<file path="config.mk">
export PLATFORM = sky130hd
export DESIGN_NAME = rise_status_bank
export DESIGN_NICKNAME = d
export VERILOG_FILES = /design/src/hw/rise_status_pkg.sv /design/src/hw/rise_status_bank.sv
export SDC_FILE = /design/constraint.sdc
export NUM_CORES = 1
export LEC_CHECK = 0
export BUFFER_PORTS_ARGS = -buffer_cell sky130_fd_sc_hd__buf_2
export CAP_MARGIN = 20
export CORE_MARGIN = 2
export CORE_UTILIZATION = 40
export DETAILED_ROUTE_END_ITERATION = 10
export SLEW_MARGIN = 20
export SYNTH_ARGS = -nofsm -noshare
export SYNTH_HDL_FRONTEND = slang
export SYNTH_SLANG_ARGS = --single-unit
</file>
<file path="constraint.sdc">
create_clock -name core_clk_in -period 4.8 [get_ports core_clk_in]
set_input_delay 0.48 -clock core_clk_in [delete_from_list [all_inputs] [get_ports core_clk_in]]
set_output_delay 0.48 -clock core_clk_in [all_outputs]
set_load 0.03 [all_outputs]
</file>
<file path="src/hw/rise_status_pkg.sv">
// Purpose: Shared constants for the paged rise-time and status register bank.
// Assumes: Command codes are byte-wide; data words are 16 bits.
// Notes: Rise-time word is linear with a fixed exponent of -4.
package rise_status_pkg;
	// Command codes of the bank.
	localparam logic [7:0] CMD_RISE_TIME = 8'h61;
	localparam logic [7:0] CMD_FAULT_BYTE = 8'h78;
	localparam logic [7:0] CMD_FAULT_WORD = 8'h79;
	localparam logic [7:0] CMD_OUTPUT_VOLTAGE_FLAG_STATUS = 8'h7a;
	// Rise-time word layout and reset value.
	localparam logic [4:0] RISE_EXPONENT = 5'h1c;
	localparam logic [7:0] RISE_MANT_RESET = 8'h2b;
	localparam int RISE_EXP_LSB = 11;
	// Supported steps in microseconds: 0.6 ms is 9.6 in 1/16 ms units, so compare in us.
	localparam int RISE_STEPS = 8;
	localparam int STEP_US [RISE_STEPS] = '{600, 900, 1200, 1800, 2700, 4200, 6000, 9000};
	localparam int RESET_STEP = 4;
	// Clock rate and derived cycles per microsecond.
	localparam int CLK_PERIOD_NS = 10;
	localparam int CYC_PER_US = 1000 / CLK_PERIOD_NS;
	// Fault summary byte bit positions.
	localparam int SB_OFF = 6;
	localparam int SB_OUTPUT_OVERVOLTAGE_FLAG = 5;
	localparam int SB_OUTPUT_OVERCURRENT_FLAG = 4;
	localparam int SB_INPUT_UNDERVOLTAGE_FLAG = 3;
	localparam int SB_TEMP = 2;
	localparam int SB_CML = 1;
	localparam int SB_OTHER = 0;
	// Status word high byte bit positions.
	localparam int SW_OUTPUT_VOLTAGE_FLAG = 7;
	localparam int SW_IOUT = 6;
	localparam int SW_MFR = 4;
	localparam int SW_PGOOD = 3;
	// Output voltage status bit positions.
	localparam int SV_OV = 7;
	localparam int SV_UV = 4;
	// Communication status invalid-data bit.
	localparam int CS_INVALID_DATA = 6;
	localparam logic [7:0] STATUS_RESET = 8'h00;
endpackage

</file>
<file path="src/hw/rise_status_bank.sv">
// Purpose: Paged rise-time setting and fault status register bank with ramp timing.
// Assumes: Command decoding and byte assembly happen upstream; a write is one strobe.
// Notes: Fault inputs are levels from the analog detectors, already on core_clk_in.
`timescale 1ns/100ps
module rise_status_bank #(
	parameter int PAGES = 2
) (
	// Clock and reset.
	input wire logic core_clk_in,
	input wire logic arst_n_in,
	// Command port from the management-bus engine.
	input wire logic [$clog2(PAGES)-1:0] page_in,
	input wire logic [7:0] cmd_code_in,
	input wire logic wr_stb_in,
	input wire logic [15:0] wr_data_in,
	input wire logic clear_faults_in,
	input wire logic store_all_in,
	output logic [15:0] rd_data_out,
	// Non-volatile store request, one pulse per page value.
	output logic nvm_store_out,
	output logic [$clog2(PAGES)-1:0] nvm_page_out,
	output logic [7:0] nvm_data_out,
	// Detector levels per page; two-phase and the communication fault inputs are shared.
	input wire logic [PAGES-1:0] power_on_in,
	input wire logic [PAGES-1:0] output_overvoltage_flag_fault_in,
	input wire logic [PAGES-1:0] output_voltage_flag_uv_fault_in,
	input wire logic [PAGES-1:0] output_voltage_flag_warn_in,
	input wire logic [PAGES-1:0] output_overcurrent_flag_fault_in,
	input wire logic [PAGES-1:0] output_overcurrent_flag_warn_in,
	input wire logic [PAGES-1:0] input_undervoltage_flag_fault_in,
	input wire logic [PAGES-1:0] temp_fault_in,
	input wire logic [PAGES-1:0] temp_warn_in,
	input wire logic [PAGES-1:0] thermal_shutdown_in,
	input wire logic [PAGES-1:0] power_good_fail_in,
	input wire logic two_phase_in,
	input wire logic comm_fault_in,
	input wire logic other_comm_fault_in,
	// Ramp control per page.
	input wire logic [PAGES-1:0] ramp_start_in,
	input wire logic [PAGES-1:0] ref_step_in,
	output logic [PAGES-1:0] ramp_tick_out,
	output logic [PAGES-1:0] ramp_done_out,
	// Alert and communication status.
	output logic alert_n_out,
	output logic [7:0] communication_status_out
);
	localparam int PW = $clog2(PAGES);

	// Rise-time mantissa, status copies, ramp counters, per page.
	logic [7:0] rise_mant_ff [PAGES];
	logic [2:0] rise_step_ff [PAGES];
	logic [7:0] fault_byte_ff [PAGES];
	logic [7:0] word_high_ff [PAGES];
	logic [7:0] output_voltage_flag_status_ff [PAGES];
	logic [23:0] ramp_cnt_ff [PAGES];
	logic [PAGES-1:0] ramping_ff;
	logic [7:0] comm_status_ff;
	logic cml_pending;
	logic invalid_wr;
	logic [2:0] nxt_step;
	logic [PW:0] store_idx_ff;
	logic storing_ff;
	logic alert_any;

	// Snap a written time (mantissa/16 ms) to the nearest supported step.
	function automatic logic [2:0] nearest_step(input logic [7:0] mant);
		int us;
		int best;
		int bd;
		int d;
		us = (int'(mant) * 1000) / 16;
		best = 0;
		bd = 100000;
		for (int i = 0; i < rise_status_pkg::RISE_STEPS; i++) begin
			d = us - rise_status_pkg::STEP_US[i];
			if (d < 0) begin
				d = -d;
			end
			if (d < bd) begin
				bd = d;
				best = i;
			end
		end
		return best[2:0];
	endfunction

	// Writes to status commands, or rise-time writes with an exponent other than -4 or nonzero bits 10:8, are invalid.
	always_comb begin
		invalid_wr = 1'b0;
		if (wr_stb_in) begin
			if (cmd_code_in == rise_status_pkg::CMD_FAULT_BYTE
					|| cmd_code_in == rise_status_pkg::CMD_FAULT_WORD
					|| cmd_code_in == rise_status_pkg::CMD_OUTPUT_VOLTAGE_FLAG_STATUS) begin
				invalid_wr = 1'b1;
			end else if (cmd_code_in == rise_status_pkg::CMD_RISE_TIME
					&& (wr_data_in[15:rise_status_pkg::RISE_EXP_LSB] != rise_status_pkg::RISE_EXPONENT
					|| wr_data_in[10:8] != 3'h0)) begin
				invalid_wr = 1'b1;
			end
		end
	end
	assign cml_pending = invalid_wr | comm_fault_in;
	assign nxt_step = nearest_step(wr_data_in[7:0]);

	// Communication status: invalid data sticks until faults are cleared; set wins.
	always_ff @(posedge core_clk_in or negedge arst_n_in) begin
		if (!arst_n_in) begin
			comm_status_ff <= rise_status_pkg::STATUS_RESET;
		end else if (invalid_wr) begin
			comm_status_ff[rise_status_pkg::CS_INVALID_DATA] <= 1'b1;
		end else if (clear_faults_in) begin
			comm_status_ff <= rise_status_pkg::STATUS_RESET;
		end
	end

	// Per-page registers, status latching and ramp timer.
	genvar g;
	generate
		for (g = 0; g < PAGES; g++) begin : page_g
			logic sel;
			logic [7:0] fb_set;
			logic [7:0] wh_set;
			logic [7:0] vs_set;
			logic [23:0] ramp_len;
			assign sel = (page_in == PW'(g));
			// Events that set each status byte this cycle.
			always_comb begin
				fb_set = 8'h00;
				fb_set[rise_status_pkg::SB_OFF] = ~power_on_in[g];
				fb_set[rise_status_pkg::SB_OUTPUT_OVERVOLTAGE_FLAG] = output_overvoltage_flag_fault_in[g];
				fb_set[rise_status_pkg::SB_OUTPUT_OVERCURRENT_FLAG] = output_overcurrent_flag_fault_in[g];
				fb_set[rise_status_pkg::SB_INPUT_UNDERVOLTAGE_FLAG] = input_undervoltage_flag_fault_in[g];
				fb_set[rise_status_pkg::SB_TEMP] = temp_fault_in[g] | temp_warn_in[g];
				fb_set[rise_status_pkg::SB_CML] = cml_pending & (sel | comm_fault_in);
				fb_set[rise_status_pkg::SB_OTHER] = output_voltage_flag_uv_fault_in[g] | output_overcurrent_flag_warn_in[g]
					| output_voltage_flag_warn_in[g] | thermal_shutdown_in[g] | other_comm_fault_in;
				wh_set = 8'h00;
				wh_set[rise_status_pkg::SW_OUTPUT_VOLTAGE_FLAG] = output_overvoltage_flag_fault_in[g] | output_voltage_flag_uv_fault_in[g]
					| output_voltage_flag_warn_in[g];
				wh_set[rise_status_pkg::SW_IOUT] = output_overcurrent_flag_fault_in[g] | output_overcurrent_flag_warn_in[g];
				wh_set[rise_status_pkg::SW_MFR] = thermal_shutdown_in[g];
				wh_set[rise_status_pkg::SW_PGOOD] = power_good_fail_in[g] & ~two_phase_in;
				vs_set = 8'h00;
				vs_set[rise_status_pkg::SV_OV] = output_overvoltage_flag_fault_in[g];
				vs_set[rise_status_pkg::SV_UV] = output_voltage_flag_uv_fault_in[g];
			end
			// Sticky flags; a set in the clearing cycle survives.
			always_ff @(posedge core_clk_in or negedge arst_n_in) begin
				if (!arst_n_in) begin
					fault_byte_ff[g] <= rise_status_pkg::STATUS_RESET;
					word_high_ff[g] <= rise_status_pkg::STATUS_RESET;
					output_voltage_flag_status_ff[g] <= rise_status_pkg::STATUS_RESET;
				end else if (clear_faults_in) begin
					fault_byte_ff[g] <= fb_set;
					word_high_ff[g] <= wh_set;
					output_voltage_flag_status_ff[g] <= vs_set;
				end else begin
					fault_byte_ff[g] <= fault_byte_ff[g] | fb_set;
					word_high_ff[g] <= word_high_ff[g] | wh_set;
					output_voltage_flag_status_ff[g] <= output_voltage_flag_status_ff[g] | vs_set;
				end
			end
			// Rise-time mantissa and snapped step.
			always_ff @(posedge core_clk_in or negedge arst_n_in) begin
				if (!arst_n_in) begin
					rise_mant_ff[g] <= rise_status_pkg::RISE_MANT_RESET;
					rise_step_ff[g] <= 3'(rise_status_pkg::RESET_STEP);
				end else if (sel && wr_stb_in && !invalid_wr
						&& cmd_code_in == rise_status_pkg::CMD_RISE_TIME) begin
					rise_mant_ff[g] <= wr_data_in[7:0];
					rise_step_ff[g] <= nxt_step;
				end
			end
			// Ramp length in cycles; zero mantissa means immediate.
			assign ramp_len = (rise_mant_ff[g] == 8'h00) ? 24'h000000 :
				24'(rise_status_pkg::STEP_US[rise_step_ff[g]] * rise_status_pkg::CYC_PER_US);
			// Ramp timer restarts on ramp start or a reference step in soft-start.
			always_ff @(posedge core_clk_in or negedge arst_n_in) begin
				if (!arst_n_in) begin
					ramp_cnt_ff[g] <= 24'h000000;
					ramping_ff[g] <= 1'b0;
				end else if (ramp_start_in[g] || (ref_step_in[g] && ramping_ff[g])) begin
					ramp_cnt_ff[g] <= ramp_len;
					ramping_ff[g] <= (ramp_len != 24'h000000);
				end else if (ramping_ff[g]) begin
					ramp_cnt_ff[g] <= ramp_cnt_ff[g] - 24'h000001;
					ramping_ff[g] <= (ramp_cnt_ff[g] > 24'h000001);
				end
			end
			assign ramp_tick_out[g] = ramping_ff[g];
			assign ramp_done_out[g] = ~ramping_ff[g];
		end
	endgenerate

	// Read mux for the selected page.
	always_ff @(posedge core_clk_in or negedge arst_n_in) begin
		if (!arst_n_in) begin
			rd_data_out <= 16'h0000;
		end else begin
			case (cmd_code_in)
				rise_status_pkg::CMD_RISE_TIME: rd_data_out <= {rise_status_pkg::RISE_EXPONENT,
					3'h0, rise_mant_ff[page_in]};
				rise_status_pkg::CMD_FAULT_BYTE: rd_data_out <= {8'h00, fault_byte_ff[page_in]};
				rise_status_pkg::CMD_FAULT_WORD: rd_data_out <= {word_high_ff[page_in],
					fault_byte_ff[page_in]};
				rise_status_pkg::CMD_OUTPUT_VOLTAGE_FLAG_STATUS: rd_data_out <= {8'h00, output_voltage_flag_status_ff[page_in]};
				default: rd_data_out <= 16'h0000;
			endcase
		end
	end

	// Store sequencer walks every page, one pulse each.
	always_ff @(posedge core_clk_in or negedge arst_n_in) begin
		if (!arst_n_in) begin
			storing_ff <= 1'b0;
			store_idx_ff <= '0;
			nvm_store_out <= 1'b0;
			nvm_page_out <= '0;
			nvm_data_out <= 8'h00;
		end else begin
			nvm_store_out <= 1'b0;
			if (store_all_in && !storing_ff) begin
				storing_ff <= 1'b1;
				store_idx_ff <= '0;
			end else if (storing_ff) begin
				nvm_store_out <= 1'b1;
				nvm_page_out <= store_idx_ff[PW-1:0];
				nvm_data_out <= rise_mant_ff[store_idx_ff[PW-1:0]];
				store_idx_ff <= store_idx_ff + 1'b1;
				storing_ff <= (store_idx_ff != (PW+1)'(PAGES - 1));
			end
		end
	end

	// Any reportable flag on any page, except the plain off state.
	always_comb begin
		alert_any = 1'b0;
		for (int i = 0; i < PAGES; i++) begin
			alert_any = alert_any | (|fault_byte_ff[i][5:0]) | (|word_high_ff[i]);
		end
	end

	// Alert is low while a reportable flag or invalid data is held.
	always_ff @(posedge core_clk_in or negedge arst_n_in) begin
		if (!arst_n_in) begin
			alert_n_out <= 1'b1;
		end else begin
			alert_n_out <= ~(alert_any | comm_status_ff[rise_status_pkg::CS_INVALID_DATA]);
		end
	end
	assign communication_status_out = comm_status_ff;
endmodule

</file>
---- Word-level counts from Yosys, hierarchy flattened ----
Memories as Yosys holds them, arrays and structs flattened.
Cells that the tools add are included.
storage, ports and cells
  memory bits (writable) .................. 0
  ROM bits ................................ 512
  bits in registers ....................... 151
  memories kept ........................... 2
  bits of input ports ..................... 59
  output and inout port bits .............. 39
  logic and storage cells ................. 221
  latch bits .............................. 0
cells by class
  $add $sub $neg .......................... 20
  bitwise gates (word level) .............. 46
  multipliers ............................. 3
  equal/unequal tests ..................... 6
  magnitude comparators ................... 22
  mux-type cells .......................... 69
  shift-type cells ........................ 0
  divide/modulo/power cells ............... 0
  reductions and logical operators ........ 31
memories
  name              words  width  rd ports  clocked after Yosys merged registers in  write ports  RTL line                 text
  (name not given)  8      32     1         0                                        0            rise_status_bank.sv:176  24'(rise_status_pkg::STEP_US[rise_step_ff[g]] * rise_status_pkg::CYC_PER_US);
  (name not given)  8      32     1         0                                        0            rise_status_bank.sv:176
operators with widths
  operator                                                      count
  2-to-1 mux 32 bit                                             19
  less-than comparator 32 x 1 -> 1 bit, second input constant   8
  negator 32 bit                                                8
  less-than comparator 32 bit                                   7
  2-to-1 mux 8 bit                                              21
  2-to-1 mux 24 bit                                             6
  multiplier 32 x 6 -> 22 bit, second input constant            2
  case mux 16 bit (4 select lines)                              1
  subtractor 32 x 11 -> 32 bit, second input constant           2
  subtractor 32 x 12 -> 32 bit, second input constant           2
  subtractor 32 x 14 -> 32 bit, second input constant           2
  > comparator 24 x 1 -> 1 bit, second input constant           2
  nonzero test 24 bit                                           2
  subtractor 24 x 1 -> 24 bit, second input constant            2
  adder 32 x 1 -> 32 bit                                        1
  == test 8 x 7 -> 1 bit, second input constant                 4
  less-than comparator 32 x 18 -> 1 bit, second input constant  1
  bitwise OR 8 bit                                              4
  subtractor 32 x 13 -> 32 bit, second input constant           1
  subtractor 32 x 15 -> 32 bit, second input constant           1
  bitwise OR 1 bit                                              23
  logical NOT 8 bit                                             2
  bitwise OR 8 x 7 -> 8 bit                                     2
  OR reduction 8 bit                                            2
  other kinds (22)                                              72

---- Longest topological paths before layout ----
  depth after elaboration ................. 22
  mapped depth ............................ 111
  gate-level depth less buffers ........... 100

---- Worst setup path before layout ----
OpenSTA, ideal clock, no wires.
  kind .................................... input to register
  start point ............................. in wr_data_in[0]
  end point ............................... reg rise_step_ff[5] (netlist bit)
  stages .................................. 98
  path slack .............................. -16.975 ns
  data required time ...................... 4.740 ns
  arrival ................................. 21.715 ns
  path through ............................ fa_1 > clkbuf_1 > xor2_1 > ha_1 > fa_1 > inv_1 > fa_1 > inv_1 > ha_1 > nand2_1 > nor4_4 > o21a_1 > nor2_1 > o41a_1 > nand2_1 > clkbuf_1 > ha_1 > a31oi_1 > [... 62 more ...] > o2111ai_1 > o2bb2ai_1 > mux2_2 > clkbuf_1 > a31oi_1 > o21ai_0 > ha_1 > o21a_1 > o21a_1 > o21a_1 > o21a_1 > o21ai_0 > a21oi_1 > nor4_1 > o31ai_1 > a21oi_1 > nand2b_1 > mux2_2
on the way
  longest elaborated chain between the ends .. 22
RTL lines
  element                                                                        RTL line                                        text
  from (decl)                                                                    rise_status_bank.sv:15                          input wire logic [15:0] wr_data_in,
  multiplier 8 x 7 -> 15 bit (*)                                                 rise_status_bank.sv:71                          us = (int'(mant) * 1000) / 16;
  bitwise AND 1 bit (no line)                                                    n/a
  adder 32 x 1 -> 32 bit (no line) (*)                                           n/a
  subtractor 32 x 11 -> 32 bit                                                   rise_status_bank.sv:75                          d = us - rise_status_pkg::STEP_US[i];
  negator 32 bit / less-than comparator 32 x 1 -> 1 bit (equally long branches)  rise_status_bank.sv:77, rise_status_bank.sv:76
  2-to-1 mux 32 bit                                                              rise_status_bank.sv:76                          if (d < 0) begin
  less-than comparator 32 x 18 -> 1 bit                                          rise_status_bank.sv:79                          if (d < bd) begin
  2-to-1 mux 32 bit                                                              rise_status_bank.sv:79
  [... 6 more ...]                                                               n/a
  less-than comparator 32 bit                                                    rise_status_bank.sv:79
  2-to-1 mux 32 bit                                                              rise_status_bank.sv:79
  less-than comparator 32 bit                                                    rise_status_bank.sv:79
  2-to-1 mux 32 bit                                                              rise_status_bank.sv:79
  less-than comparator 32 bit                                                    rise_status_bank.sv:79
  2-to-1 mux 32 bit                                                              rise_status_bank.sv:79
  less-than comparator 32 bit                                                    rise_status_bank.sv:79
  2-to-1 mux 3 bit (*)                                                           rise_status_bank.sv:79
  to (signal, indexed assignment)                                                rise_status_bank.sv:167                         rise_step_ff[g] <= 3'(rise_status_pkg::RESET_STEP);
  to (signal, indexed assignment)                                                rise_status_bank.sv:171                         rise_step_ff[g] <= nxt_step;
  to (decl)                                                                      rise_status_bank.sv:51                          logic [2:0] rise_step_ff [PAGES];
Mark *: on every way between the ends. The rest lies on a longest branch, timed or not.
A chain may end at the register's enable or synchronous reset.

---- Worst setup path in the final report ----
  start point ............................. in wr_data_in[1]
  end point ............................... reg rise_step_ff[2] (netlist bit)
on the way
  longest elaborated chain between the ends .. 21
RTL lines
  element                                                                        RTL line
  multiplier 8 x 7 -> 15 bit (*)                                                 rise_status_bank.sv:71
  adder 32 x 1 -> 32 bit (no line) (*)                                           n/a
  subtractor 32 x 11 -> 32 bit                                                   rise_status_bank.sv:75
  negator 32 bit / less-than comparator 32 x 1 -> 1 bit (equally long branches)  rise_status_bank.sv:77, rise_status_bank.sv:76
  2-to-1 mux 32 bit                                                              rise_status_bank.sv:76
  less-than comparator 32 x 18 -> 1 bit                                          rise_status_bank.sv:79
  2-to-1 mux 32 bit                                                              rise_status_bank.sv:79
  less-than comparator 32 bit                                                    rise_status_bank.sv:79
  [... 5 more ...]                                                               n/a
  less-than comparator 32 bit                                                    rise_status_bank.sv:79
  2-to-1 mux 32 bit                                                              rise_status_bank.sv:79
  less-than comparator 32 bit                                                    rise_status_bank.sv:79
  2-to-1 mux 32 bit                                                              rise_status_bank.sv:79
  less-than comparator 32 bit                                                    rise_status_bank.sv:79
  2-to-1 mux 32 bit                                                              rise_status_bank.sv:79
  less-than comparator 32 bit                                                    rise_status_bank.sv:79
  2-to-1 mux 3 bit (*)                                                           rise_status_bank.sv:79
Marked as above.

==> impl_metrics.json <==
{
  "status": "complete, but fails checks",
  "violations": "negative setup slack",
  "core.rowCount": 83,
  "hold_violations": 0,
  "overflow": 0,
  "clock_latency_ns": 0.43,
  "start_util_pct": 40.5,
  "ys_top_cells_by_count": "366 x ha_1, 196 x nor2_1, 182 x inv_1",
  "diodes": 0,
  "grt_max_degree": 48,
  "nets": 3852,
  "drv_cap": 0,
  "cts.path.max_buffers": 2,
  "firstDrtPassIters": 6,
  "worst_slew_pin_slew_ns": 0.906,
  "cp_max_fo": 8,
  "max_stage_delay_ns": 0.57,
  "fin_skew_ns": 0.0104,
  "fin_crit_sh_pct": 392,
  "grt_pass1_vias": 22800,
  "place.gp.congestion": 0.980,
  "ys_seq_area_share_pct": 15.3,
  "timing.fmax_mhz": 53.1,
  "min_period_ns": 18.83,
  "crit_arrival_ns": 19.21,
  "clk_pin_slew_worst_paths_ns": 0.06,
  "cts.sinks": 127,
  "slew_headroom_pct": 39.1,
  "fp.dieW_um": 232,
  "die-area_mm2": 0.0540,
  "synth.most_common_cell": "ha_1",
  "dpl_cell_area_mm2": 0.0271,
  "htreeDepth": 4,
  "grt_use_total_pct": 28.1,
  "ys_warn_count": 0,
  "finalInstanceArea_mm2": 0.0295,
  "n_fill_cell": 4715,
  "synth.distinct_cells": 103,
  "synthTopCellsByArea": "ha_1 22%, dfrtp_1 14%, xnor2_1 6.3%",
  "wl_um": 77200,
  "drc": 0,
  "placeableCoreArea_mm2": 0.0515,
  "synth_area_per_cell_um2": 8.06,
  "drive_gt1_share_pct": 33.0,
  "antenna_found_initial": 0,
  "synthArstFlopShare_pct": 100,
  "vias": 22700,
  "areaGrowthSynthToFinish_pct": 41.5,
  "final_cells": 4085,
  "ant_nets": 0,
  "drtIter0Drc": 1622,
  "worst_path_most_repeated_cell": "buf_4",
  "place.detailed.hpwl_um": 61200,
  "synth-main-ff-cell": "dfrtp_1",
  "hold_class": "in -> async",
  "fin_ws_ns": -14.03,
  "ctsRootBufferMaster": "clkbuf_16",
  "synth_area_leader_cell": "ha_1",
  "setup_violations": 6,
  "grt_first_pass_wirelength_um": 121000,
  "wl_per_cell_um": 18.9,
  "dp.cells": 3976,
  "worst_ep_required_time_ns": 5.17,
  "startpoint_type": "primary input",
  "critPathSlowestCell": "fa_1",
  "crit_type": "in -> reg",
  "io_buffers": 90,
  "via_per_inst": 5.56,
  "synthCells": 2591,
  "drv_slew": 0,
  "synth-seq-cells": 127,
  "cts_buffers": 17,
  "yosys.area.top_type_share_pct": 21.9,
  "synth_enable_flop_cells": 0,
  "cts_tree": "done",
  "endpoint_kind": "register",
  "die_h_um": 232,
  "io_pins": 98,
  "rsz0062_at_grt": "yes",
  "netlist_area_mm2": 0.0209
}
[kinds of logic (layout without fill, tap and decap cells)]
group / Yosys count / count (layout) / share of synthesized area, %
buf+inv: 317 / 1025 / 6.11
compound gates: 695 / 695 / 22.4
xor+xnor: 193 / 193 / 8.16
mux: 89 / 90 / 4.50
simple gates: 766 / 766 / 18.2
fa+ha+maj: 402 / 402 / 25.3
flops: 127 / 127 / 15.3
other cells: 2 / 107 / 0.0360
[timing repair]
item                                    CTS  global route
pin swaps                                52            71
resized for setup                       167            93
buffers inserted                         63            12
endpoints found under the setup margin    7            10
hold buffers                              0             0
gates cloned                              3             1
[path summary, 6_finish.rpt]
check                                      start  slack, ns  cells after the start               end
worst max-delay path               wr_data_in[1]     -14.03                    100   rise_step_ff[2]
worst min-delay path                   arst_n_in       0.04                      1   ramp_cnt_ff[30]
worst max register to register   rise_step_ff[4]       0.36                     21   ramp_cnt_ff[44]
worst min register to register  word_high_ff[12]       0.44                      1       alert_n_out
max in group asynchronous              arst_n_in       3.73                      2   ramp_cnt_ff[20]
min in group core_clk_in         temp_warn_in[1]       0.25                      2  fault_byte_ff[2]
[layer usage]
layer  track usage [%]  wire (µm)  vias to the layer above  share of wire (%)
met5                 0          0                        -                  0
met4              11.2       3200                        0                4.1
met3              3.00       4480                      162                5.8
met2              47.9      36200                      779                 47
met1              36.2      33300                    10800                 43
li1                  -          -                    11000                  -
[cell usage in the layout, fill, tap and decap left out, types with 41 or more instances in the layout]
cell type and count:
buf_2 86, o21a_1 41, xor2_1 41, xnor2_1 147, a21oi_1 147, nand2_1 160
conb_1 107, buf_4 677, nor3_1 86, a21o_1 63, mux2i_1 44, ha_1 345
nand3_1 56, dfrtp_1 116, nor4_1 55, nor2_1 178, inv_1 170, o21ai_0 102
[flip-flops by register name, indices dropped and copies added (netlist names), 2 cells and up]
register and flops:
rd_data_out 14, nvm_data_out 8, output_voltage_flag_status_ff 4, word_high_ff 8
store_idx_ff 2, rise_mant_ff 16, fault_byte_ff 14, ramp_tick_out 2
ramp_cnt_ff 48, rise_step_ff 6
[critical path: cells and delay by family]
| kind | cells | cell delay (ns) |
|---|---|---|
| buf+inv | 29 | 3.75 |
| fa+ha+maj | 13 | 4.25 |
| xor+xnor | 1 | 0.17 |
| compound gates | 32 | 5.05 |
| simple gates | 19 | 3.68 |
| mux | 6 | 1.80 |
[cell type report]
cell class / instances / area (µm²) / share of cell area [%]
well taps: 680 / 851 / 2.88
repair buffers: 799 / 6000 / 20.3
inverters: 194 / 736 / 2.49
clock inverters: 15 / 169 / 0.572
multi-input cells: 2253 / 18200 / 61.5
flip-flops and latches: 127 / 3190 / 10.8
clock buffers: 17 / 425 / 1.44
[through the flow]
stage	TNS, ns	setup WS, ns	utilization, %	hold WS [ns]
floorplan	-85.41	-14.28	-	0.184
global placement	-88.65	-14.87	52.6	0.416
detailed placement	-91.03	-15.26	52.7	0.421
CTS	-80.98	-13.54	56.4	0.0595
global route	-89.36	-14.94	57.4	0.0858
finish	-83.92	-14.03	57.4	0.0391
Power is not shown: default switching activity piles up to over one toggle a cycle in this logic, so the estimate is an artifact.
